**src/tws_pkg.sv**
```systemverilog
// Purpose: constants and types for the two-wire bus status and flag logic
// Assumes: APB slave with 32-bit data; 20 MHz pclk
// Notes: register offsets below are byte addresses
package tws_pkg;

    // ==========================================================
    // register map (byte addresses)
    localparam logic [7:0] ADDR_STATUS = 8'h00;
    localparam logic [7:0] ADDR_CONTROL = 8'h04;
    localparam logic [7:0] ADDR_SLAVE_ADDR = 8'h08;
    localparam logic [7:0] ADDR_DATA = 8'h0C;
    localparam logic [7:0] ADDR_EVT = 8'h10;
    localparam logic [7:0] ADDR_EVT_MASK = 8'h14;

    // ==========================================================
    // status bit positions
    localparam int ST_TCF = 7;
    localparam int ST_AAS = 6;
    localparam int ST_BUSY = 5;
    localparam int ST_ARB = 4;
    localparam int ST_RSV = 3;
    localparam int ST_SRW = 2;
    localparam int ST_IF = 1;
    localparam int ST_RXAK = 0;

    // control bit positions
    localparam int CT_EN = 7;
    localparam int CT_IE = 6;
    localparam int CT_MS = 5;
    localparam int CT_TX = 4;
    localparam int CT_TXAK = 3;
    localparam int CT_RSTA = 2;
    localparam int CT_GENERAL_CALL_ENABLE = 1;
    localparam int CT_SWAI = 0;

    // event bit positions (sticky, clear on read)
    localparam int EV_DONE = 0;
    localparam int EV_MATCH = 1;
    localparam int EV_ARB = 2;
    localparam int EV_START = 3;
    localparam int EV_STOP = 4;

    // ==========================================================
    // reset values, general call address and bits per byte
    localparam logic [7:0] RST_CONTROL = 8'h00;
    localparam logic [7:0] RST_SLAVE_ADDR = 8'h00;
    localparam logic [4:0] RST_EVT_MASK = 5'h00;
    localparam logic [7:0] GEN_CALL_ADDR = 8'h00;
    localparam logic [3:0] BITS_PER_BYTE = 4'h9;

    // byte engine states, gray along idle-addr-data path
    typedef enum logic [1:0] {
        TWS_IDLE = 2'b00,
        TWS_ADDR = 2'b01,
        TWS_DATA = 2'b11,
        TWS_LOST = 2'b10
    } tws_state_type;

    // line conditions from the pin sampler
    typedef struct packed {
        logic start;
        logic stop;
        logic scl_rise;
        logic scl_fall;
        logic sda;
    } tws_line_type;

    typedef struct packed {
        logic [7:0] addr;
        logic [31:0] wdata;
        logic write;
        logic sel;
        logic enable;
    } tws_apb_req_type;

endpackage

```
**src/tws_status_flags.sv**
```systemverilog
// Purpose: status and flag logic of a two-wire bus controller
// Assumes: APB slave, pins sampled on pclk, shifter runs from bit counts
// Notes: master data path is minimal: drives the SDA bit given to it
`timescale 1ns/1ps
module tws_status_flags (
    // apb
    input wire logic pclk,
    input wire logic presetn,
    input wire logic clk_en,
    input wire logic psel,
    input wire logic penable,
    input wire logic pwrite,
    input wire logic [7:0] paddr,
    input wire logic [31:0] pwdata,
    output logic [31:0] prdata,
    output logic pready,
    output logic pslverr,
    // two-wire pins (oe low drives the pin low)
    input wire logic scl_in,
    input wire logic sda_in,
    output logic sda_out,
    output logic sda_oe_n,
    // cpu wait and interrupts
    input wire logic wait_instruction,
    output logic bus_irq,
    output logic evt_irq,
    output logic clocks_halted
);
    // ==========================================================
    // registers and wires
    tws_pkg::tws_line_type line;
    tws_pkg::tws_state_type state_r;
    tws_pkg::tws_state_type state_nxt;
    logic [7:0] ctrl_r;
    logic [7:0] saddr_r;
    logic [7:0] data_r;
    logic [7:0] shift_r;
    logic [3:0] bit_cnt_r;
    logic byte_transfer_complete_r;
    logic addressed_as_slave_r;
    logic bus_busy_flag_r;
    logic arbitration_lost_r;
    logic bus_interrupt_flag_r;
    logic slave_read_write_dir_r;
    logic rx_ack_r;
    logic stop_req_r;
    logic sda_drv_r;
    logic [4:0] evt_status;
    logic [4:0] evt_mask;

    // ==========================================================
    // apb decode
    wire acc = psel & penable & clk_en;
    wire wr = acc & pwrite;
    wire rd = acc & ~pwrite;
    wire hit_st = paddr == tws_pkg::ADDR_STATUS;
    wire hit_ct = paddr == tws_pkg::ADDR_CONTROL;
    wire hit_sa = paddr == tws_pkg::ADDR_SLAVE_ADDR;
    wire hit_dt = paddr == tws_pkg::ADDR_DATA;
    wire hit_ev = paddr == tws_pkg::ADDR_EVT;
    wire hit_em = paddr == tws_pkg::ADDR_EVT_MASK;
    wire hit_any = hit_st | hit_ct | hit_sa | hit_dt | hit_ev | hit_em;
    wire wr_st = wr & hit_st;
    wire wr_ct = wr & hit_ct;
    wire wr_dt = wr & hit_dt;

    // ==========================================================
    // control bits
    wire en = ctrl_r[tws_pkg::CT_EN];
    wire ie = ctrl_r[tws_pkg::CT_IE];
    wire master = ctrl_r[tws_pkg::CT_MS];
    wire tx = ctrl_r[tws_pkg::CT_TX];
    wire general_call_enable = ctrl_r[tws_pkg::CT_GENERAL_CALL_ENABLE];
    wire stop_in_wait_select = ctrl_r[tws_pkg::CT_SWAI];
    wire [7:0] wd = pwdata[7:0];

    // in wait with stop-in-wait set the engine freezes, else runs on
    wire halt = wait_instruction & stop_in_wait_select;
    wire run = clk_en & en & ~halt;

    // start request: master bit rising, or repeated start bit written
    wire start_req = wr_ct & wd[tws_pkg::CT_MS] & ~master;
    wire rsta_req = wr_ct & wd[tws_pkg::CT_RSTA];
    wire stop_cmd = wr_ct & ~wd[tws_pkg::CT_MS] & master;

    // ==========================================================
    // byte engine
    wire ninth_fall = line.scl_fall && bit_cnt_r == tws_pkg::BITS_PER_BYTE;
    wire in_byte = state_r == tws_pkg::TWS_ADDR ||
        state_r == tws_pkg::TWS_DATA;
    wire ack_slot = bit_cnt_r == (tws_pkg::BITS_PER_BYTE - 4'h1);
    wire own_match = shift_r[7:1] == saddr_r[7:1];
    wire gc_match = general_call_enable &&
        shift_r == tws_pkg::GEN_CALL_ADDR;
    wire addr_done = state_r == tws_pkg::TWS_ADDR && ninth_fall;
    wire match = addr_done & ~master & (own_match | gc_match);

    // sda high driven by us but line reads low: arbitration lost
    wire tx_cycle = master & tx & ~ack_slot;
    wire rx_ack = master & ~tx & ack_slot & sda_drv_r;
    wire sda_clash = line.scl_rise & sda_drv_r & ~line.sda & in_byte;
    wire lose_tx = sda_clash & tx_cycle;
    wire lose_rx = sda_clash & rx_ack;
    wire lose_busy = start_req & bus_busy_flag_r;
    wire lose_rsta = rsta_req & ~master;
    wire lose_stop = line.stop & master & ~stop_req_r;
    wire lose = run & (lose_tx | lose_rx | lose_busy | lose_rsta |
        lose_stop);

    always_comb begin
        state_nxt = state_r;
        case (state_r)
            tws_pkg::TWS_IDLE: begin
                if (line.start) begin
                    state_nxt = tws_pkg::TWS_ADDR;
                end
            end
            tws_pkg::TWS_ADDR: begin
                if (ninth_fall) begin
                    state_nxt = tws_pkg::TWS_DATA;
                end
            end
            tws_pkg::TWS_DATA: begin
                if (lose_tx | lose_rx) begin
                    state_nxt = tws_pkg::TWS_LOST;
                end
            end
            tws_pkg::TWS_LOST: begin
                state_nxt = tws_pkg::TWS_LOST;
            end
            default: begin
                state_nxt = tws_pkg::TWS_IDLE;
            end
        endcase
        if (line.stop) begin
            state_nxt = tws_pkg::TWS_IDLE;
        end else if (line.start) begin
            state_nxt = tws_pkg::TWS_ADDR;
        end
    end

    always_ff @(posedge pclk or negedge presetn) begin
        if (!presetn) begin
            state_r <= tws_pkg::TWS_IDLE;
            bit_cnt_r <= 4'h0;
            shift_r <= 8'h00;
            sda_drv_r <= 1'b1;
        end else if (run) begin
            state_r <= state_nxt;
            if (line.start || ninth_fall) begin
                bit_cnt_r <= 4'h0;
            end else if (line.scl_rise && in_byte) begin
                bit_cnt_r <= bit_cnt_r + 4'h1;
            end
            if (line.scl_rise && in_byte && !ack_slot) begin
                shift_r <= {shift_r[6:0], line.sda};
            end else if (wr_dt) begin
                shift_r <= wd;
            end
            if (line.scl_fall) begin
                sda_drv_r <= master & tx ? shift_r[7] :
                    ~(master & ~tx & ~ctrl_r[tws_pkg::CT_TXAK]);
            end
        end
    end

    // ==========================================================
    // status flags
    always_ff @(posedge pclk or negedge presetn) begin
        if (!presetn) begin
            byte_transfer_complete_r <= 1'b1;
            addressed_as_slave_r <= 1'b0;
            bus_busy_flag_r <= 1'b0;
            arbitration_lost_r <= 1'b0;
            bus_interrupt_flag_r <= 1'b0;
            slave_read_write_dir_r <= 1'b0;
            rx_ack_r <= 1'b1;
            stop_req_r <= 1'b0;
            data_r <= 8'h00;
        end else if (clk_en) begin
            if (run && ninth_fall) begin
                byte_transfer_complete_r <= 1'b1;
                data_r <= shift_r;
            end else if (run && in_byte && line.scl_rise &&
                bit_cnt_r == 4'h0) begin
                byte_transfer_complete_r <= 1'b0;
            end
            // set wins over the control-write clear
            if (run && match) begin
                addressed_as_slave_r <= 1'b1;
                slave_read_write_dir_r <= shift_r[0];
            end else if (wr_ct) begin
                addressed_as_slave_r <= 1'b0;
            end
            if (run && line.start) begin
                bus_busy_flag_r <= 1'b1;
            end else if (run && line.stop) begin
                bus_busy_flag_r <= 1'b0;
            end
            if (lose) begin
                arbitration_lost_r <= 1'b1;
            end else if (wr_st && wd[tws_pkg::ST_ARB]) begin
                arbitration_lost_r <= 1'b0;
            end
            if (run && (ninth_fall | match | lose)) begin
                bus_interrupt_flag_r <= 1'b1;
            end else if (wr_st && wd[tws_pkg::ST_IF]) begin
                bus_interrupt_flag_r <= 1'b0;
            end
            if (run && line.scl_rise && ack_slot) begin
                rx_ack_r <= line.sda;
            end
            if (stop_cmd) begin
                stop_req_r <= 1'b1;
            end else if (line.stop) begin
                stop_req_r <= 1'b0;
            end
        end
    end

    // ==========================================================
    // control and address registers
    always_ff @(posedge pclk or negedge presetn) begin
        if (!presetn) begin
            ctrl_r <= tws_pkg::RST_CONTROL;
            saddr_r <= tws_pkg::RST_SLAVE_ADDR;
        end else if (clk_en) begin
            if (wr_ct) begin
                // repeated start is a strobe, never stored
                ctrl_r <= wd & ~(8'h01 << tws_pkg::CT_RSTA);
            end else if (lose) begin
                ctrl_r[tws_pkg::CT_MS] <= 1'b0;
            end
            if (wr & hit_sa) begin
                saddr_r <= wd;
            end
        end
    end

    // ==========================================================
    // events and interrupts
    wire [4:0] evt_set = run ? {line.stop, line.start, lose, match,
        ninth_fall} : 5'h00;

    tws_evt_irq u_evt (
        .pclk(pclk),
        .presetn(presetn),
        .clk_en(clk_en),
        .evt_set(evt_set),
        .evt_rd(rd & hit_ev),
        .mask_wr(wr & hit_em),
        .mask_wdata(pwdata[4:0]),
        .evt_status(evt_status),
        .evt_mask(evt_mask),
        .evt_irq(evt_irq)
    );

    tws_line_sense u_line (
        .pclk(pclk),
        .presetn(presetn),
        .clk_en(clk_en),
        .scl_in(scl_in),
        .sda_in(sda_in),
        .line(line)
    );

    // the level also wakes a cpu waiting with stop-in-wait clear once the operation ends
    assign bus_irq = bus_interrupt_flag_r & ie;
    assign clocks_halted = halt;

    // ==========================================================
    // read mux
    // direction bit is reported for software to pick the mode
    wire [7:0] status_w = {byte_transfer_complete_r,
        addressed_as_slave_r, bus_busy_flag_r, arbitration_lost_r,
        1'b0, slave_read_write_dir_r, bus_interrupt_flag_r,
        rx_ack_r};
    wire [31:0] rd_mux = hit_st ? {24'h000000, status_w} :
        hit_ct ? {24'h000000, ctrl_r} :
        hit_sa ? {24'h000000, saddr_r} :
        hit_dt ? {24'h000000, data_r} :
        hit_ev ? {27'h0000000, evt_status} :
        hit_em ? {27'h0000000, evt_mask} : 32'h00000000;

    always_ff @(posedge pclk or negedge presetn) begin
        if (!presetn) begin
            prdata <= 32'h00000000;
        end else if (clk_en && psel && !penable) begin
            prdata <= rd_mux;
        end
    end

    assign pready = 1'b1;
    assign pslverr = psel & penable & ~hit_any;
    assign sda_out = 1'b0;
    assign sda_oe_n = sda_drv_r | ~en;
endmodule

```
**src/tws_line_sense.sv**
```systemverilog
// Purpose: synchronise the bus pins and find clock edges and conditions
// Assumes: pins are asynchronous to pclk
// Notes: first sync stage is read only by the second
`timescale 1ns/1ps
module tws_line_sense (
    // clock and reset
    input wire logic pclk,
    input wire logic presetn,
    input wire logic clk_en,
    // pins
    input wire logic scl_in,
    input wire logic sda_in,
    // decoded line
    output tws_pkg::tws_line_type line
);
    logic [1:0] scl_sync_r;
    logic [1:0] sda_sync_r;
    logic scl_d_r;
    logic sda_d_r;
    tws_pkg::tws_line_type line_r;

    wire scl_s = scl_sync_r[1];
    wire sda_s = sda_sync_r[1];
    wire rise_w = scl_s & ~scl_d_r;
    wire fall_w = ~scl_s & scl_d_r;
    wire start_w = scl_s & scl_d_r & sda_d_r & ~sda_s;
    wire stop_w = scl_s & scl_d_r & ~sda_d_r & sda_s;

    always_ff @(posedge pclk or negedge presetn) begin
        if (!presetn) begin
            scl_sync_r <= 2'h3;
            sda_sync_r <= 2'h3;
            scl_d_r <= 1'b1;
            sda_d_r <= 1'b1;
            line_r <= '{1'b0, 1'b0, 1'b0, 1'b0, 1'b1};
        end else if (clk_en) begin
            scl_sync_r <= {scl_sync_r[0], scl_in};
            sda_sync_r <= {sda_sync_r[0], sda_in};
            scl_d_r <= scl_s;
            sda_d_r <= sda_s;
            line_r <= '{start_w, stop_w, rise_w, fall_w, sda_s};
        end
    end

    assign line = line_r;
endmodule

```
**src/tws_evt_irq.sv**
```systemverilog
// Purpose: sticky event bits, mask and one level interrupt
// Assumes: read of the event register clears it
// Notes: a set in the clearing cycle wins
`timescale 1ns/1ps
module tws_evt_irq (
    // clock and reset
    input wire logic pclk,
    input wire logic presetn,
    input wire logic clk_en,
    // events and access
    input wire logic [4:0] evt_set,
    input wire logic evt_rd,
    input wire logic mask_wr,
    input wire logic [4:0] mask_wdata,
    // state
    output logic [4:0] evt_status,
    output logic [4:0] evt_mask,
    output logic evt_irq
);
    logic [4:0] evt_r;
    logic [4:0] mask_r;

    always_ff @(posedge pclk or negedge presetn) begin
        if (!presetn) begin
            evt_r <= 5'h00;
            mask_r <= tws_pkg::RST_EVT_MASK;
        end else if (clk_en) begin
            evt_r <= (evt_rd ? 5'h00 : evt_r) | evt_set;
            if (mask_wr) begin
                mask_r <= mask_wdata;
            end
        end
    end

    assign evt_status = evt_r;
    assign evt_mask = mask_r;
    assign evt_irq = |(evt_r & mask_r);
endmodule

```
**config.mk**
```make
export PLATFORM = sky130hd
export DESIGN_NAME = tws_status_flags
export DESIGN_NICKNAME = d
export VERILOG_FILES = /design/src/tws_pkg.sv /design/src/tws_status_flags.sv /design/src/tws_line_sense.sv /design/src/tws_evt_irq.sv
export SDC_FILE = /design/constraint.sdc
export NUM_CORES = 1
export LEC_CHECK = 0
export BUFFER_PORTS_ARGS = -buffer_cell sky130_fd_sc_hd__buf_2
export CAP_MARGIN = 25
export CORE_ASPECT_RATIO = 1.1
export CORE_MARGIN = 4
export CORE_UTILIZATION = 40
export DETAILED_ROUTE_END_ITERATION = 16
export GPL_ROUTABILITY_DRIVEN = 0
export PLACE_DENSITY_LB_ADDON = 0.2
export REMOVE_ABC_BUFFERS = 1
export SLEW_MARGIN = 20
export SYNTH_ARGS = -nofsm -noshare
export SYNTH_HDL_FRONTEND = slang
export SYNTH_SLANG_ARGS = --single-unit
```
**constraint.sdc**
```tcl
create_clock -name pclk -period 5 [get_ports pclk]
set_input_delay 0.5 -clock pclk [delete_from_list [all_inputs] [get_ports pclk]]
set_output_delay 0.5 -clock pclk [all_outputs]
set_load 0.05 [all_outputs]
```
Word-level counts from Yosys, hierarchy flattened
Cells that the tools add are included.

word-level totals
  register bits = 98
  input bits = 49

cells by class
  muxes and demuxes = 32
  bitwise operators = 75
  reduce and logical (&&, ||, !) cells = 54
  eq/ne operators = 14
  add/sub/neg operators = 1

operators by type and width
  cell                   number
  $mux W8                6
  $and A1 B1 Y1          45
  $reduce_and A2 Y1      16
  $mux W5                4
  $logic_and A1 B1 Y1    19
  $reduce_bool A2 Y1     9
  $eq A8 B4 Y1 const B   2
  $eq A8 B5 Y1 const B   2
  $logic_not A8 Y1       2
  $mux W1                15
  $not A1 Y1             15
  $or A1 B1 Y1           13
  $eq A4 B4 Y1 const B   2
  $eq A8 B3 Y1 const B   1
  $mux W2                4
  $mux W4                2
  $eq A7 B7 Y1           1
  $pmux W2 S3            1
  $and A5 B5 Y5          1
  $or A5 B5 Y5           1
  $reduce_or A5 Y1       1
  $add A4 B1 Y4 const B  1
  $eq A2 B2 Y1 const B   2
  $logic_not A4 Y1       1
  other kinds (8)        10

Longest topological paths before layout
  depth in word-level cells = 15
  mapped depth = 7

Modules after synthesis
Synthesis repeated with hierarchy kept, for this count alone.

unflattened totals
  cell total of the unflattened synthesis = 396
  area, all modules = 4191.5 sq um

by module, submodules not included
  module            area each (sq um)  instances  seq. area each (sq um)  cells each
  tws_status_flags  3360.7             1          1355.0                  343
  tws_line_sense    419.2              1          257.7                   28
  tws_evt_irq       411.6              1          250.2                   25

Worst setup path after synthesis
No wires, ideal clock.

  kind = in2out
  start = input paddr[3]
  end = output pslverr
  path buffers = 2
  data arrival time = 1.972 ns
  cell stages on the path = 4
  setup slack = 2.528 ns
  cell sequence = clkbuf_1 buf_1 nand2_1 a21oi_1

between the ends
  cells in the longest elaborated chain, start to end = 8
  elaborated cells on any way between the ends = 13
  those cells by class = eq/ne (5); bitwise (7); reduce/logical (1)

RTL lines
  item                                              RTL line                                        RTL
  start: declaration                                tws_status_flags.sv:13                          input wire logic [7:0] paddr,
  $eq A8 B3 Y1 or $logic_not A8 Y1 (tied branches)  tws_status_flags.sv:57, tws_status_flags.sv:56
  $or A1 B1 Y1 (4 in a row)                         tws_status_flags.sv:62                          wire hit_any = hit_st | hit_ct | hit_sa | hit_dt | hit_ev | hit_em;
  $or A1 B1 Y1 (*)                                  tws_status_flags.sv:62
  $not A1 Y1 (*)                                    tws_status_flags.sv:294                         assign pslverr = psel & penable & ~hit_any;
  $and A1 B1 Y1 (*)                                 tws_status_flags.sv:294
  end: declaration                                  tws_status_flags.sv:17                          output logic pslverr,

Mark *: on every way between the ends. The rest lies on a longest branch, timed or not.

Final worst setup path
  start = input paddr[0]
  end = output pslverr

Same word-level chain as after synthesis.

==> summary by stage <==
STA
The final critical path takes up 46.1% of the cycle. The upper clock frequency limit is 434 MHz. The final-layout setup total negative slack is 0 ps. Headroom to the max-slew limit came out at 59.6%. Setup violations remaining at the end of the flow were counted as 0.

The worst path in the final design needs a cycle of 2300 ps, including I/O delays and setup. The worst path meets setup with 2700 ps of slack. On the final layout, the worst clock skew is 11.4 ps.

The number of slew-limit violations in the final report is 0. Setup repair after global routing left no endpoint under its margin. The measured slew at the worst slew-check pin is 605 ps. Final hold analysis gives a worst-case slack of 89.9 ps. The final number of hold-violating endpoints is 0.

Yosys
The most frequent cell after synthesis is sky130_fd_sc_hd__dfrtp_1. The register bit total from synthesis is 74. Yosys mapped the design onto 57 distinct sky130hd cell types. Yosys attributes the largest share of cell area to sky130_fd_sc_hd__dfrtp_1, sky130_fd_sc_hd__mux2_2, sky130_fd_sc_hd__dfstp_2. Sorting the synthesized cells by how often they occur yields sky130_fd_sc_hd__dfrtp_1, sky130_fd_sc_hd__nand2_1, sky130_fd_sc_hd__mux2_2, sky130_fd_sc_hd__buf_4, sky130_fd_sc_hd__o21ai_0. The most area-hungry cell type in the Yosys netlist is sky130_fd_sc_hd__dfrtp_1. During synthesis, Yosys emitted a total of 0 warnings.

The fraction of the yosys area taken by sequential cells is 48.1%. The average cell area after synthesis is 10.8 sq um. The fraction of synthesis flops using an asynchronous set or reset pin is 100%. The synthesized area is 0.00388 sq mm. Summed over its instances, the top area cell type makes up 42.0% of the synthesized netlist area. The dominant register cell in the synthesized netlist is sky130_fd_sc_hd__dfrtp_1.

The synthesized netlist cell count is 360. Counting flops with a built-in enable in the synthesized netlist gives 0.

Clock network
The total of hold buffers inserted after clock tree synthesis is 0. After clock tree synthesis, the clock-pin slew on the worst setup and hold paths is 80 ps. The buffers inserted during post-CTS setup optimization is 0. The number of clock sinks is 74.

The number of buffers between clock root and the deepest sink is 2. After clock tree synthesis, the repair step resized 0 gates. The total CTS buffers is 9. The level count of the clock H-tree is 3. The insertion delay to the later sink of the worst-skew pair is 360 ps.

The root buffer cell is sky130_fd_sc_hd__clkbuf_8. TritonCTS built the clock tree.

Placement
Input and output buffers added on the ports amount to 37. Prior to clock tree synthesis, the placed netlist has a worst setup slack of 2560 ps. Once placement completed, the tool counted placed cells totaling 497. After legalization and detailed placement, the total HPWL measured 6680 um. Summing all placed instances gives a cell area of 0.00404 sq mm.

Worst setup path
The maximum fanout count along the critical path is 12. The worst setup path is launched from a primary input. At the worst endpoint, the arrival time is 1800 ps.

The startpoint identified for the worst register-to-register timing path is ctrl_r[0]$_DFFE_PN0P_. STA puts the critical path data required time at 4500 ps. By startpoint and endpoint, the worst setup path is classified as in2out.

The register-to-register setup slack is 2890 ps. The number of cells on the worst reg-to-reg path is 6. The worst setup path is captured at a primary output. The terminus of the critical flop-to-flop path is slave_read_write_dir_r$_DFFE_PN0P_.

Floorplanning
The die is 111 um tall. The number of placed I/O pins is 88. The area inside the core boundary is 0.00940 sq mm. From left edge to right edge, the die measures 102 um. Row generation in the floorplan step produced 37 rows. The die area is 0.0113 sq mm. The initial core utilization is 41.2%.

Routing
The detailed router finished its first iteration with 127 violations. Dividing the detail-routed via count by the number of cells gives 5.48. Dividing the detail-routed wire length by the instance count gives 18.2 um.

For this run, design rule violations remaining after detail routing come to 0. The detailed-routing iteration count for the pre-antenna-repair pass is 4. The routed layout has 2818 vias.

The wire length after detailed routing is 9340 um. The remaining number of nets flagged by the antenna check after routing is 0.

Layout
Across the whole layout, storage elements account for 0.00186 sq mm. The finished layout holds 514 standard cells, fillers aside. 0 antenna diodes ended up in the layout. The fraction of layout cells with a size suffix above 1 is 28.0%. The number of nets at the end of the flow is 444. Cells fill 45.4% of the core in the end. Relative to the synthesized area, the layout overhead comes to 10.0%. The cell area after layout is 0.00426 sq mm. The multi-input gate area in the final layout is 0.00179 sq mm. The number of filler instances in the final layout is 894.

Global routing
The initial antenna violation count is 0. The number of global-route vias before repair is 2787. The global-route wire length before repair is 14900 um. Entering global routing, the biggest net connects 75 pins.

Global routing used 17.2% of the available tracks across all layers. The total overflow left after global routing is 0.

Power and ir drop
The worst-case IR drop observed on VDD is 0.133 mV. The leakage power is 2.04 nW. The total power divided by cell area is 290 mW/mm^2.

The overall power is 1.23 mW.

Status
The flow ran to the end, and the final reports show no timing, DRC or antenna violations.

Job
The number of max-cap violations is 0.

Min path
The worst hold path belongs to the class in2async.
[per-layer routing]
metal | GRT usage, % | share of wire [%] | wire, um
met5 | 0 | 0 | 0
met4 | 6.65 | 2.2 | 207
met3 | 3.78 | 6.8 | 636
met2 | 26.9 | 49 | 4540
met1 | 23.2 | 42 | 3950
[placed cells by master, fill, tap and decap left out, drive strengths merged, types with 8 or more instances in the layout]
cell type	count
buf	39
dfstp	9
dfrtp	65
nand4	9
clkbuf	10
a2bb2oi	8
nand3	9
nor2	13
a21oi	11
inv	11
nand2	37
o21ai	19
o22ai	11
conb	26
mux2	33
[worst max-delay path by stage]
stage,from,to,slack [ps],depth (start not counted)
final,paddr[0],pslverr,2700,5
after floorplan,wait_instruction,slave_read_write_dir_r$_DFFE_PN0P_,2820,5
after detailed placement,clk_en,slave_read_write_dir_r$_DFFE_PN0P_,2560,6
after global routing,paddr[0],pslverr,2630,5
after CTS,paddr[0],pslverr,2700,5
after global placement,clk_en,slave_read_write_dir_r$_DFFE_PN0P_,2560,6
[area by class of cell]
type / instances / share of cell area, %
flip-flops and latches: 74 / 43.7
multi-input cells: 257 / 42.1
repair buffers: 39 / 5.05
well taps: 117 / 3.43
clock buffers: 10 / 3.23
clock inverters: 6 / 1.56
inverters: 11 / 0.968
[cells by family (layout without fill, tap and decap cells)]
kind of cell | count (synthesis) | after routing | synth area share (%)
AND/OR/NAND/NOR | 102 | 102 | 14.8
AO/OA/AOI/OAI | 79 | 79 | 14.1
flip-flops | 74 | 74 | 48.1
buffers and inverters | 53 | 66 | 7.97
multiplexers | 39 | 39 | 12.1
XOR/XNOR | 8 | 8 | 1.81
adder cells (fa/ha/maj) | 3 | 3 | 0.968
other | 2 | 26 | 0.194
[power by group]
group / leakage, nW / switching (mW) / internal, mW
clock network: 0.0945 / 0.238 / 0.244
registers: 0.994 / 0.0134 / 0.616
logic: 0.951 / 0.0939 / 0.0294
total: 2.04 / 0.345 / 0.890
[flip-flops by register name (all words and copies together) (netlist names), 2 cells and up]
| register | count |
|---|---|
| u_line.line | 4 |
| u_line.scl_sync_r | 2 |
| u_evt.evt_status | 5 |
| shift_r | 8 |
| ctrl_r | 7 |
| u_line.sda_sync_r | 2 |
| bit_cnt_r | 4 |
| state_r | 2 |
| saddr_r | 8 |
| prdata | 8 |
| u_evt.evt_mask | 5 |
| data_r | 8 |
[worst max-delay path: stages]
cell	delay, ps
sky130_fd_sc_hd__buf_2	100
sky130_fd_sc_hd__or4_4	560
sky130_fd_sc_hd__nor2_4	300
sky130_fd_sc_hd__a21oi_1	110
sky130_fd_sc_hd__buf_2	230
(Power assumes the default switching activity.)
